`config.mk`:
```
export PLATFORM = sky130hd
export DESIGN_NAME = pra_top
export DESIGN_NICKNAME = d
export VERILOG_FILES = /design/src/hw/pra_pkg.sv /design/src/hw/pra_top.sv
export SDC_FILE = /design/constraint.sdc
export NUM_CORES = 1
export LEC_CHECK = 0
export BUFFER_PORTS_ARGS = -buffer_cell sky130_fd_sc_hd__buf_2
export CORE_UTILIZATION = 49
export CTS_CLUSTER_DIAMETER = 60
export DETAILED_ROUTE_END_ITERATION = 6
export PLACE_DENSITY = 0.77
export SLEW_MARGIN = 20
export SYNTH_ARGS = -nofsm -noshare
export SYNTH_HDL_FRONTEND = slang
export SYNTH_SLANG_ARGS = --single-unit
```
`constraint.sdc`:
```
create_clock -name clk -period 3.7 [get_ports clk]
set_clock_uncertainty 0.05 [all_clocks]
set_input_delay 0.37 -clock clk [delete_from_list [all_inputs] [get_ports clk]]
set_output_delay 0.37 -clock clk [all_outputs]
set_load 0.01 [all_outputs]
```
`src/hw/pra_pkg.sv`:
```
// constants, field layout and state types for the phy register access block
package pra_pkg;
  // ----------------------------------------
  // register offsets (byte addresses)
  // ----------------------------------------
  localparam logic [7:0] PRA_OFF_CTL = 8'h00;
  localparam logic [7:0] PRA_OFF_NODE = 8'h04;
  localparam logic [7:0] PRA_OFF_ISTS = 8'h08;
  localparam logic [7:0] PRA_OFF_IMASK = 8'h0c;
  // ----------------------------------------
  // control, status and mask register field positions
  // ----------------------------------------
  localparam int PRA_RD_DONE_BIT = 31;
  localparam int PRA_RD_ADDR_LSB = 24;
  localparam int PRA_RD_DATA_LSB = 16;
  localparam int PRA_RD_START_BIT = 15;
  localparam int PRA_WR_START_BIT = 14;
  localparam int PRA_REG_ADDR_LSB = 8;
  localparam int PRA_WR_VALUE_LSB = 0;
  localparam int PRA_EVT_ARRIVED_BIT = 0;
  // ----------------------------------------
  // reset values
  // ----------------------------------------
  localparam logic PRA_START_RST = 1'b0;
  localparam logic [7:0] PRA_NODE_RST = 8'h00;
  localparam logic [3:0] PRA_ADDR_RST = 4'h0;
  localparam logic [7:0] PRA_DATA_RST = 8'h00;
  // ----------------------------------------
  // link request framing
  // ----------------------------------------
  localparam logic [2:0] PRA_REQ_READ = 3'b100;
  localparam logic [2:0] PRA_REQ_WRITE = 3'b101;
  localparam logic [4:0] PRA_READ_BITS = 5'h09;
  localparam logic [4:0] PRA_WRITE_BITS = 5'h11;
  localparam logic [3:0] PRA_NODE_REG = 4'h0;

  typedef enum logic [1:0] {PRA_IDLE, PRA_SEND_READ, PRA_SEND_WRITE} pra_tx_t;

  typedef struct packed {
    logic read_done_flag;
    logic [3:0] received_reg_address;
    logic [7:0] received_reg_value;
    logic read_start_bit;
    logic write_start_bit;
    logic [3:0] target_reg_address;
    logic [7:0] write_value;
    logic [7:0] node_identification_register;
    logic ists;
    logic imask;
    logic evt_pending;
    pra_tx_t tx;
    logic [16:0] shift;
    logic [4:0] bits_left;
    logic link_request_pin;
    logic stb_s1;
    logic stb_s2;
    logic stb_s3;
    logic [3:0] addr_s1;
    logic [3:0] addr_s2;
    logic [7:0] data_s1;
    logic [7:0] data_s2;
    logic pready;
    logic [31:0] prdata;
    logic irq;
  } pra_state_t;
endpackage

```
`src/hw/pra_top.sv`:
```
// phy register access: apb control register, link request sender, status capture
`timescale 1ns/1ps
module pra_top (
  input wire logic clk,
  input wire logic rst,
  input wire logic psel,
  input wire logic penable,
  input wire logic pwrite,
  input wire logic [7:0] paddr,
  input wire logic [31:0] pwdata,
  output logic [31:0] prdata,
  output logic pready,
  output logic pslverr,
  output logic link_request_pin,
  input wire logic status_strobe,
  input wire logic [3:0] status_reg_address,
  input wire logic [7:0] status_reg_value,
  output logic irq
);
  pra_pkg::pra_state_t s_r;
  pra_pkg::pra_state_t s_nxt;
  logic acc;
  logic wr_acc;
  logic rd_acc;
  logic stb_rise;
  logic ev_set;
  logic [31:0] ctl_view;
  logic [31:0] rd_mux;
  logic [31:0] ists_view;
  logic [31:0] mask_view;

  // ----------------------------------------
  // apb decode
  // ----------------------------------------
  // one wait state: pready rises on the second access cycle, so reads are
  // always taken from settled state
  assign acc = psel & penable & ~s_r.pready;
  assign wr_acc = acc & pwrite;
  assign rd_acc = acc & ~pwrite;

  // ----------------------------------------
  // register views
  // ----------------------------------------
  always_comb begin
    ctl_view = 32'h0000_0000;
    ctl_view[pra_pkg::PRA_RD_DONE_BIT] = s_r.read_done_flag;
    ctl_view[pra_pkg::PRA_RD_ADDR_LSB +: 4] = s_r.received_reg_address;
    ctl_view[pra_pkg::PRA_RD_DATA_LSB +: 8] = s_r.received_reg_value;
    ctl_view[pra_pkg::PRA_RD_START_BIT] = s_r.read_start_bit;
    ctl_view[pra_pkg::PRA_WR_START_BIT] = s_r.write_start_bit;
    ctl_view[pra_pkg::PRA_REG_ADDR_LSB +: 4] = s_r.target_reg_address;
    ctl_view[pra_pkg::PRA_WR_VALUE_LSB +: 8] = s_r.write_value;
  end

  always_comb begin
    ists_view = 32'h0000_0000;
    ists_view[pra_pkg::PRA_EVT_ARRIVED_BIT] = s_r.ists;
    mask_view = 32'h0000_0000;
    mask_view[pra_pkg::PRA_EVT_ARRIVED_BIT] = s_r.imask;
  end

  always_comb begin
    case (paddr)
      pra_pkg::PRA_OFF_CTL: begin
        rd_mux = ctl_view;
      end
      pra_pkg::PRA_OFF_NODE: begin
        rd_mux = {24'h00_0000, s_r.node_identification_register};
      end
      pra_pkg::PRA_OFF_ISTS: begin
        rd_mux = ists_view;
      end
      pra_pkg::PRA_OFF_IMASK: begin
        rd_mux = mask_view;
      end
      default: begin
        // unmapped addresses read zero and ignore writes
        rd_mux = 32'h0000_0000;
      end
    endcase
  end

  // ----------------------------------------
  // status transfer capture
  // ----------------------------------------
  // the strobe edge is taken from the second and third stages only
  assign stb_rise = s_r.stb_s2 & ~s_r.stb_s3;

  // ----------------------------------------
  // next state
  // ----------------------------------------
  always_comb begin
    s_nxt = s_r;
    ev_set = 1'b0;

    // synchronisers for the phy status pins
    s_nxt.stb_s1 = status_strobe;
    s_nxt.stb_s2 = s_r.stb_s1;
    s_nxt.stb_s3 = s_r.stb_s2;
    s_nxt.addr_s1 = status_reg_address;
    s_nxt.addr_s2 = s_r.addr_s1;
    s_nxt.data_s1 = status_reg_value;
    s_nxt.data_s2 = s_r.data_s1;

    // apb handshake
    s_nxt.pready = acc;
    if (rd_acc) begin
      s_nxt.prdata = rd_mux;
    end

    // software writes
    if (wr_acc) begin
      case (paddr)
        pra_pkg::PRA_OFF_CTL: begin
          s_nxt.target_reg_address = pwdata[pra_pkg::PRA_REG_ADDR_LSB +: 4];
          s_nxt.write_value = pwdata[pra_pkg::PRA_WR_VALUE_LSB +: 8];
          if (pwdata[pra_pkg::PRA_RD_START_BIT]) begin
            s_nxt.read_start_bit = 1'b1;
          end
          if (pwdata[pra_pkg::PRA_WR_START_BIT]) begin
            s_nxt.write_start_bit = 1'b1;
          end
          if (pwdata[pra_pkg::PRA_RD_START_BIT] | pwdata[pra_pkg::PRA_WR_START_BIT]) begin
            s_nxt.read_done_flag = 1'b0;
          end
        end
        pra_pkg::PRA_OFF_IMASK: begin
          s_nxt.imask = pwdata[pra_pkg::PRA_EVT_ARRIVED_BIT];
        end
        default: begin
          s_nxt.imask = s_r.imask;
        end
      endcase
    end

    // link request sender
    case (s_r.tx)
      pra_pkg::PRA_IDLE: begin
        s_nxt.link_request_pin = 1'b0;
        // read wins if both are set; software keeps them exclusive
        if (s_r.read_start_bit) begin
          s_nxt.tx = pra_pkg::PRA_SEND_READ;
          // write value left out of a read frame
          s_nxt.shift = {1'b1, pra_pkg::PRA_REQ_READ, s_r.target_reg_address,
                         1'b0, 8'h00};
          s_nxt.bits_left = pra_pkg::PRA_READ_BITS;
        end else if (s_r.write_start_bit) begin
          s_nxt.tx = pra_pkg::PRA_SEND_WRITE;
          s_nxt.shift = {1'b1, pra_pkg::PRA_REQ_WRITE, s_r.target_reg_address,
                         s_r.write_value, 1'b0};
          s_nxt.bits_left = pra_pkg::PRA_WRITE_BITS;
        end
      end
      pra_pkg::PRA_SEND_READ, pra_pkg::PRA_SEND_WRITE: begin
        // one frame bit per clock, msb first
        s_nxt.link_request_pin = s_r.shift[16];
        s_nxt.shift = {s_r.shift[15:0], 1'b0};
        s_nxt.bits_left = s_r.bits_left - 5'h01;
        if (s_r.bits_left == 5'h01) begin
          s_nxt.tx = pra_pkg::PRA_IDLE;
          if (s_r.tx == pra_pkg::PRA_SEND_READ) begin
            s_nxt.read_start_bit = 1'b0;
          end else begin
            s_nxt.write_start_bit = 1'b0;
          end
        end
      end
      default: begin
        s_nxt.tx = pra_pkg::PRA_IDLE;
        s_nxt.link_request_pin = 1'b0;
      end
    endcase

    // returned register from a status transfer
    s_nxt.evt_pending = 1'b0;
    if (stb_rise) begin
      if (s_r.addr_s2 == pra_pkg::PRA_NODE_REG) begin
        // register 0 is mirrored only, and raises no event
        s_nxt.node_identification_register = s_r.data_s2;
      end else begin
        // address, value and done flag land on the same edge
        s_nxt.received_reg_address = s_r.addr_s2;
        s_nxt.received_reg_value = s_r.data_s2;
        s_nxt.read_done_flag = 1'b1;
        s_nxt.evt_pending = 1'b1;
      end
    end

    // event follows done by one cycle
    ev_set = s_r.evt_pending;

    // read clears status; a new event in the same cycle survives
    if (rd_acc && paddr == pra_pkg::PRA_OFF_ISTS) begin
      s_nxt.ists = ev_set;
    end else begin
      s_nxt.ists = s_r.ists | ev_set;
    end

    s_nxt.irq = s_nxt.ists & s_nxt.imask;
  end

  // ----------------------------------------
  // state register
  // ----------------------------------------
  always_ff @(posedge clk or posedge rst) begin
    if (rst) begin
      s_r <= '{
        read_done_flag: 1'b0,
        received_reg_address: pra_pkg::PRA_ADDR_RST,
        received_reg_value: pra_pkg::PRA_DATA_RST,
        read_start_bit: pra_pkg::PRA_START_RST,
        write_start_bit: pra_pkg::PRA_START_RST,
        target_reg_address: pra_pkg::PRA_ADDR_RST,
        write_value: pra_pkg::PRA_DATA_RST,
        node_identification_register: pra_pkg::PRA_NODE_RST,
        ists: 1'b0,
        imask: 1'b0,
        evt_pending: 1'b0,
        tx: pra_pkg::PRA_IDLE,
        shift: 17'h0_0000,
        bits_left: 5'h00,
        link_request_pin: 1'b0,
        stb_s1: 1'b0,
        stb_s2: 1'b0,
        stb_s3: 1'b0,
        addr_s1: 4'h0,
        addr_s2: 4'h0,
        data_s1: 8'h00,
        data_s2: 8'h00,
        pready: 1'b0,
        prdata: 32'h0000_0000,
        irq: 1'b0
      };
    end else begin
      s_r <= s_nxt;
    end
  end

  // ----------------------------------------
  // outputs
  // ----------------------------------------
  assign prdata = s_r.prdata;
  assign pready = s_r.pready;
  assign pslverr = 1'b0;
  assign link_request_pin = s_r.link_request_pin;
  assign irq = s_r.irq;
endmodule // pra_top

```
==> results.ini, run 1 <==
[grt]
grt_overflow = 0
antenna_found_initial = 0
grt_pass1_wl_microns = 16000
track_usage_pct = 21.1
grt_pass1_vias = 3213
grt_max_degree = 76

[clock_tree]
ctsHoldBuffers = 13
cts_root_buffer = clkbuf_8
clk_pin_slew_ps = 60
cts.sinks = 118
clock_latency_ps = 500
cts_resized = 0
clockBufferDepth = 2
postCtsSetupRepairBufs = 0
numCtsBuffers = 17
htreeDepth = 4
cts_tree = done

[critical_path]
setup.worst_path.class = register to register
setup.worst_path.end_class = register
arrival_ps = 2890
reg2reg_slack_ps = 1120
r2r_cells = 5
cp_max_fo = 31
worst_ep_required_time_ps = 4010
r2r_end = s_r[65]$_DFFE_PP0P_
crit-reg2reg-launch = s_r[84]$_DFFE_PP0P_
cp-start-kind = register

[drt]
wl_per_cell_microns = 16.2
drtAntennaViolNets = 0
vias = 3095
drt-total-wl_microns = 9650
firstDrtPassIters = 4
drcViolationCount = 0
viasPerCell = 5.18
drt_iter0_drc = 175

[pwr]
power_mw = 3.05
p_sw_share_pct = 25.1
p_int_mw = 2.29
leakage_nw = 2.78
ir_drop_uv = 340
pwr-share-seq_pct = 46.6
power_frac_comb_pct = 7.0
switching_power_uw = 766
clkPwrFrac_pct = 46.4
pwr_density_cell_nw_per_um2 = 536

[timing]
min_period_ps = 2580
worst_slew_pin_slew_ps = 1080
clock.fmax_mhz = 388
timing.setup.tns_ps = 0
post-route-period-util_pct = 69.6
rsz0062_at_grt = false
setup_viol = 0
slew_violations = 0
finalWorstSetupSlack_ps = 1120
hold_viol = 0
maxSlewHeadroom_pct = 27.8

[synth]
synthArstFlopShare_pct = 100
yosys_warnings = 0
synth.distinct_cells = 54
avgSynthCellArea_sq_um = 12.2
ys.flop_type = dfrtp_1
ys_seq_elements = 118
netlist_instances = 395
synth_area_sq_um = 4820
synth_edf_count = 0
synth_seq_area_share_pct = 61.3

[die]
die_w_microns = 101
start_util_pct = 51.4
core_area_sq_um = 9370
dieArea_sq_um = 10200
rows = 35
ios = 94
dieHeight_microns = 101

[placed_design]
pre_cts_ws_ps = 969
place_congestion = 0.760
place_area_sq_um = 5050
dp_hpwl_microns = 6170
numPortBuffers = 69

[finish]
final_cell_mix = dfrtp_1, buf_2, nand2_1
fin_area_sq_um = 5690
finalNetCount = 518
areaGrowthSynthToFinish_pct = 18.1
final_common_cell = dfrtp_1
utilization_pct = 60.8
drive_gt1_share_pct = 28.8
num_antenna_cells = 0

[hold_path]
worstHoldPathType = primary input to asynchronous set/reset pin

[run_status]
status = completed

[run]
maxCapViolations = 0

-- metrics by stage --
stage          cells  hold WS (ps)
4_1_cts          597          29.2
3_3_place_gp     553           281
2_1_floorplan    400           281
5_1_grt          597          24.9
6_report         597          2.23
3_5_place_dp     553           286
-- layout make-up --
cell class	instances	area (sq um)
Clock buffer	17	414
Timing Repair Buffer	87	513
Multi-Input combinational cell	219	1500
Clock inverter	14	101
Fill cell	756	3680
Sequential cell	118	2950
Inverter	13	51.3
Tap cell	129	161
-- metal layers --
metal / vias to the layer above / track usage (%) / part of all wire [%]
met3: 12 / 6.90 / 4.2
met5: - / 0 / 0
li1: 1464 / - / -
met1: 1521 / 27.2 / 45
met2: 98 / 33.4 / 49
met4: 0 / 8.14 / 1.3
-- worst max path at each step --
stage	endpoint	startpoint	cells after the start	slack [ps]
after floorplan	ctl_view[0]$_DFFE_PP0P_	rst	1	150
after global placement	ctl_view[5]$_DFFE_PP0P_	paddr[7]	5	1010
after detailed placement	ctl_view[1]$_DFFE_PP0P_	paddr[7]	5	970
after CTS	s_r[65]$_DFFE_PP0P_	s_r[84]$_DFFE_PP0P_	5	1140
after global routing	s_r[65]$_DFFE_PP0P_	s_r[84]$_DFFE_PP0P_	5	960
final	s_r[65]$_DFFE_PP0P_	s_r[84]$_DFFE_PP0P_	5	1120
-- synth_stat cells, types with 4 or more instances --
library cell | number | share of area, %
inv_1 | 12 | 0.93
a22o_1 | 22 | 4.0
mux2_4 | 7 | 2.2
a21oi_1 | 9 | 0.93
nand2_1 | 57 | 4.4
dfrtp_1 | 118 | 61
buf_4 | 33 | 5.1
o21ai_0 | 27 | 2.8
mux2_2 | 14 | 3.3
a22oi_1 | 8 | 1.2
mux2i_1 | 14 | 2.9
ha_1 | 4 | 1.0
nor2_1 | 6 | 0.47
clkbuf_1 | 11 | 0.86
-- power groups by stage --
| stage | combinational, mW | sequential [mW] | clock [mW] |
|---|---|---|---|
| 3_3_place_gp | 0.192 | 1.44 | 0 |
| 2_1_floorplan | 0.149 | 1.43 | 0 |
| 6_report | 0.214 | 1.42 | 1.42 |
| 5_1_grt | 0.240 | 1.43 | 1.51 |
| 4_1_cts | 0.215 | 1.42 | 1.44 |
| 3_5_place_dp | 0.204 | 1.44 | 0 |
-- state kept, by name, indices dropped and copies added (netlist names) --
name              count
pready                1
s_nxt                14
mask_view             1
prdata               27
ev_set                1
irq                   1
ists_view             1
s_r                  44
ctl_view             27
link_request_pin      1
-- cells by family after synthesis --
| logic type | Yosys count | share of synthesized area (%) |
|---|---|---|
| muxes | 36 | 8.83 |
| and+or+nand+nor | 88 | 8.67 |
| AOI/OAI and AO/OA | 84 | 11.9 |
| xor gates and xnor gates | 1 | 0.182 |
| other | 1 | 0.0778 |
| DFF | 118 | 61.3 |
| adders and majority gates | 4 | 1.04 |
| buffers and inverters | 63 | 8.00 |
-- worst max-delay path, cell delays in order, from the launching register on --
cell and delay [ps]:
dfrtp_1 370, inv_1 80, ha_1 1010, inv_1 360
o311ai_0 390, o221ai_1 170
(Power assumes the default switching activity.)
==> inputs of run 2 (changes only) <==
- CORE_UTILIZATION: 49 -> 50
- PLACE_DENSITY: 0.77 -> 0.75
- clock period: 3.7 -> 2.64 ns (I/O delays scaled with it)
==> run 2 against run 1 <==
  * Final area rose by 5.0%
  * Largest cell class unchanged
  * Largest power group is now clock
  * Critical path type unchanged
  * Critical path depth rose by 1
  * First-iteration DRC count fell by 22%
==> results.ini, run 2 (synthesis gave the netlist of run 1 again) <==
[clock_tree]
numCtsBuffers = 17  ; unchanged
cts_root_buffer = clkbuf_8
htreeDepth = 4  ; unchanged
cts_resized = 0  ; unchanged
ctsHoldBuffers = 30  ; +17
clockBufferDepth = 2  ; unchanged
postCtsSetupRepairBufs = 0  ; unchanged
cts_tree = done
clock_latency_ps = 520  ; +20 ps
clk_pin_slew_ps = 60  ; about the same
cts.sinks = 118  ; unchanged

[critical_path]
worst_ep_required_time_ps = 3020  ; -990 ps
crit_start = s_r[84]$_DFFE_PP0P_
arrival_ps = 2480  ; -410 ps
setup.worst_path.end_class = register
reg2reg_slack_ps = 550  ; -580 ps
r2r_end = s_r[72]$_DFFE_PP0P_
crit-reg2reg-launch = s_r[84]$_DFFE_PP0P_
cp-start-kind = register
r2r_cells = 6  ; +1
cp-endpoint = s_r[72]$_DFFE_PP0P_
setup.worst_path.class = register to register
cp_max_fo = 17  ; -45%

[finish]
num_antenna_cells = 0  ; unchanged
finalNetCount = 542  ; +4.6%
final_common_cell = dfrtp_1
n_fill_cell = 711  ; -6.0%
areaGrowthSynthToFinish_pct = 24.1
multi_input_comb_area_sq_um = 1500  ; unchanged
drive_gt1_share_pct = 29.0  ; +0.16 points
regMostFlops = s_r
register_area_sq_um = 2950  ; unchanged
final_cell_mix = dfrtp_1, buf_2, nand2_1
fin_area_sq_um = 5980  ; +5.0%
fin_cells = 622  ; +4.2%
largest_reg_flops = 44  ; unchanged
utilization_pct = 64.4  ; +3.7 points

[hold_path]
worstHoldPathType = primary input to register

[grt]
track_usage_pct = 21.0  ; -0.16 points
grt_pass1_vias = 3229  ; +0.50%
antenna_found_initial = 0  ; unchanged
grt_pass1_wl_microns = 15600  ; -2.2%
grt_max_degree = 42  ; -45%
grt_overflow = 0  ; unchanged

[pwr]
ir_drop_uv = 566  ; +66%
pwr_density_cell_nw_per_um2 = 750  ; +40%
power_mw = 4.48  ; +47%
leakage_nw = 2.91  ; +4.9%

[timing]
setup_viol = 0  ; unchanged
rsz0062_at_grt = false
timing.setup.tns_ps = 0  ; unchanged
min_period_ps = 2090  ; -481 ps
finalWorstSetupSlack_ps = 545  ; -579 ps
worst_slew_pin_slew_ps = 773  ; -310 ps
post-route-period-util_pct = 79.3  ; +9.7 points
hold_slack_ps = 80.1  ; +77.9 ps
hold_viol = 0  ; unchanged
slew_violations = 0  ; unchanged
maxSlewHeadroom_pct = 48.3  ; +21 points
clock.fmax_mhz = 477  ; +23%

[drt]
wl_per_cell_microns = 15.4  ; -4.7%
vias = 3194  ; +3.2%
drt_iter0_drc = 137  ; -22%
viasPerCell = 5.14  ; -0.95%
firstDrtPassIters = 5  ; +1
drtAntennaViolNets = 0  ; unchanged
drcViolationCount = 0  ; unchanged
drt-total-wl_microns = 9580  ; -0.74%

[placed_design]
numPortBuffers = 69  ; unchanged
place_area_sq_um = 5110  ; +1.3%
dp.cells = 560  ; +1.3%
dp_hpwl_microns = 6200  ; +0.46%
pre_cts_ws_ps = 267  ; -702 ps
place_congestion = 0.781  ; +2.7%

[die]
dieArea_sq_um = 10000  ; -2.0%
start_util_pct = 51.9  ; +0.49 points
rows = 35  ; unchanged
dieHeight_microns = 100  ; -0.98%
ios = 94  ; unchanged
die_w_microns = 100  ; -0.98%
core_area_sq_um = 9280  ; -0.93%

[run]
maxCapViolations = 0  ; unchanged

[run_status]
status = completed

-- run 2: cell types whose count changed in the layout (fill, tap and decap cells not counted), sizes merged --
cell         delta
inv             +5
dlygate4sd3    +17
clkinv          -2
buf             +7
clkinvlp        -2
-- run 2: how the worst min path moves through the flow --
stage | endpoint | start | cells past startpoint | slack [ps]
final | prdata[0]$_DFFE_PP0N_ | paddr[4] | 5 | 80
after global routing | irq$_DFF_PP0_ | paddr[3] | 3 | 100
after CTS | prdata[0]$_DFFE_PP0N_ | paddr[4] | 5 | 70
after floorplan | s_nxt[34]$_DFF_PP0_ | status_reg_value[0] | 0 | 250
after detailed placement | s_r[34]$_DFF_PP0_ | s_nxt[34]$_DFF_PP0_ | 0 | 280
after global placement | s_nxt[58]$_DFF_PP0_ | s_nxt[59]$_DFF_PP0_ | 0 | 280
-- run 2: area by class of cell --
class / instances / area share [%]
sequential: 118 / 49.4
clock buffer: 17 / 6.92
tap: 129 / 2.70
timing repair buffer: 111 / 12.5
inverter: 13 / 0.879
multi-input combinational: 219 / 25.1
clock inverter: 15 / 2.53
-- run 2: metal layers --
layer  vias to the layer above  wire length (microns)  GRT usage [%]
met5                         -                      0              0
met2                        84                   4920           35.5
li1                       1520                      -              -
met3                        19                    398           6.89
met1                      1571                   4100           24.8
met4                         0                    167           8.25
-- run 2: worst max-delay path, stage by stage, from the launching register on --
cell and delay, ps:
dfrtp_1 380, inv_1 80, ha_1 520, buf_4 280, nor2_1 390, a22oi_1 120, o21ai_0 180
-- run 2: report_power, final --
group | total [mW] | leakage, nW | internal (mW) | switching (mW)
logic | 0.328 | 1.11 | 0.159 | 0.169
registers | 1.99 | 1.53 | 1.92 | 0.0730
clock network | 2.16 | 0.275 | 1.21 | 0.951
==> inputs of run 3 (changes only) <==
- clock period: 2.64 -> 2 ns (I/O delays scaled with it)
==> run 3 against run 2 <==
  * Total power is 33% higher
  * Setup slack worse by 300 ps
  * Clock-buffer cell count stayed put
==> results.ini, run 3 (synthesis gave the netlist of run 1 again) <==
[placed_design]
place_area_sq_um = 5170  ; +1.1%
dp_hpwl_microns = 6190  ; -0.17%
place_congestion = 0.774  ; -0.83%
numPortBuffers = 69  ; unchanged
pre_cts_ws_ps = -256  ; -523 ps

[hold_path]
worstHoldStart = paddr[4]
worstHoldPathType = primary input to register
min_to = prdata[0]$_DFFE_PP0N_
min_path_cells = 5  ; unchanged

[timing]
hold_viol = 0  ; unchanged
clock.fmax_mhz = 570
hold_slack_ps = 24.3  ; -55.8 ps
post-route-period-util_pct = 87.8
slew_violations = 0  ; unchanged
setup_viol = 0  ; unchanged
worst_slew_pin_slew_ps = 532  ; -241 ps
finalWorstSetupSlack_ps = 245  ; -301 ps
timing.setup.tns_ps = 0  ; unchanged
min_period_ps = 1760
rsz0062_at_grt = false
maxSlewHeadroom_pct = 64.0  ; +16 points

[grt]
antenna_found_initial = 0  ; unchanged
grt.met2_usage_pct = 34.7  ; -0.79 points
grt_pass1_wl_microns = 15700  ; +0.58%
met1_usage_pct = 25.1  ; +0.33 points
grt_pass1_vias = 3301  ; +2.2%
grt_max_degree = 92  ; +120%
met3_usage_pct = 7.24  ; +0.35 points
grt_most_used_layer = met2
track_usage_pct = 21.0  ; about the same
grt_overflow = 0  ; unchanged

[critical_path]
r2r_end = s_r[66]$_DFFE_PP0P_
crit-reg2reg-launch = s_r[84]$_DFFE_PP0P_
worst_ep_required_time_ps = 2340  ; -680 ps
setup.worst_path.class = primary input to register
r2r_cells = 6  ; unchanged
cp_max_fo = 15  ; -2
arrival_ps = 2100  ; -380 ps
reg2reg_slack_ps = 260  ; -290 ps
setup.worst_path.end_class = register
cp-start-kind = primary input

[drt]
vias = 3262  ; +2.1%
drcViolationCount = 0  ; unchanged
firstDrtPassIters = 4  ; -1
wl_per_cell_microns = 15.2  ; -1.4%
drt_iter0_drc = 139  ; +1.5%
drtAntennaViolNets = 0  ; unchanged
drt-total-wl_microns = 9540  ; -0.46%
viasPerCell = 5.19  ; +1.2%

[clock_tree]
postCtsSetupRepairBufs = 0  ; unchanged
cts_root_buffer = clkbuf_8
clockBufferDepth = 2  ; unchanged
cts.sinks = 118  ; unchanged
htreeDepth = 4  ; unchanged
cts_tree = done
numCtsBuffers = 17  ; unchanged
clock_latency_ps = 510  ; about the same
clk_pin_slew_ps = 60  ; about the same

[finish]
num_antenna_cells = 0  ; unchanged
largest_reg_flops = 44  ; unchanged
fin_area_sq_um = 6050  ; +1.2%
final_cell_mix = dfrtp_1, buf_2, nand2_1
areaGrowthSynthToFinish_pct = 25.5
register_area_sq_um = 2950  ; unchanged
drive_gt1_share_pct = 29.9  ; +0.85 points
regMostFlops = s_r
n_fill_cell = 717  ; +0.84%
finalNetCount = 548  ; +1.1%
multi_input_comb_area_sq_um = 1500  ; +0.17%
final_common_cell = dfrtp_1

[die]
rows = 35  ; unchanged
dieArea_sq_um = 10000  ; unchanged
core_area_sq_um = 9280  ; unchanged
die_w_microns = 100  ; unchanged
start_util_pct = 51.9  ; unchanged
ios = 94  ; unchanged
dieHeight_microns = 100  ; unchanged

[pwr]
power_mw = 5.97  ; +33%
leakage_nw = 2.95  ; +1.3%
pwr_density_cell_nw_per_um2 = 987  ; +32%
ir_drop_uv = 684  ; +21%

[run]
maxCapViolations = 0  ; unchanged

[run_status]
status = completed

==> run 3: through the flow <==
stage | cells | utilization [%]
2_1_floorplan | 400 | -
3_3_place_gp | 566 | 55.7
3_5_place_dp | 566 | 55.7
4_1_cts | 628 | 65.1
5_1_grt | 628 | 65.2
6_report | 628 | 65.2
==> run 3: what timing repair did <==
action	CTS	global route
endpoints found under the setup margin	0	14
hold endpoints to repair	147	0
hold buffers	30	0
resized for setup	0	2
==> run 3: critical path, stage by stage <==
cell and delay (ps):
buf_2 90, or4_4 530, or3_4 390, or3_1 400, buf_12 180, mux2_4 300
==> run 3: worst max path at each step <==
stage,from,to,slack (ps),cells after the start
after global placement,paddr[7],ctl_view[3]$_DFFE_PP0P_,-240,6
final,paddr[7],ctl_view[5]$_DFFE_PP0P_,240,6
after CTS,s_r[84]$_DFFE_PP0P_,s_r[68]$_DFFE_PP0P_,100,7
after global routing,s_r[63]$_DFFE_PP0P_,s_r[85]$_DFFE_PP0P_,100,6
after floorplan,paddr[7],ctl_view[0]$_DFFE_PP0P_,-200,6
after detailed placement,paddr[7],ctl_view[3]$_DFFE_PP0P_,-260,6
==> run 3: metal layers <==
layer	vias to the layer above	share of wire (%)
li1	1527	-
met1	1636	43
met2	83	51
met3	16	3.8
met4	0	2.2
met5	-	0
==> run 3: final cells by class <==
cell class                      count  area share, %
Clock buffer                       17           6.84
Multi-Input combinational cell    219           24.8
Sequential cell                   118           48.8
Inverter                           13          0.868
Timing Repair Buffer              117           13.4
Tap cell                          129           2.67
Clock inverter                     15           2.61
==> run 3: power breakdown <==
| part | total, mW | switching [mW] | internal (mW) |
|---|---|---|---|
| Sequential | 2.64 | 0.0994 | 2.54 |
| Combinational | 0.437 | 0.222 | 0.214 |
| Clock | 2.90 | 1.20 | 1.70 |
| Total | 5.97 | 1.52 | 4.45 |
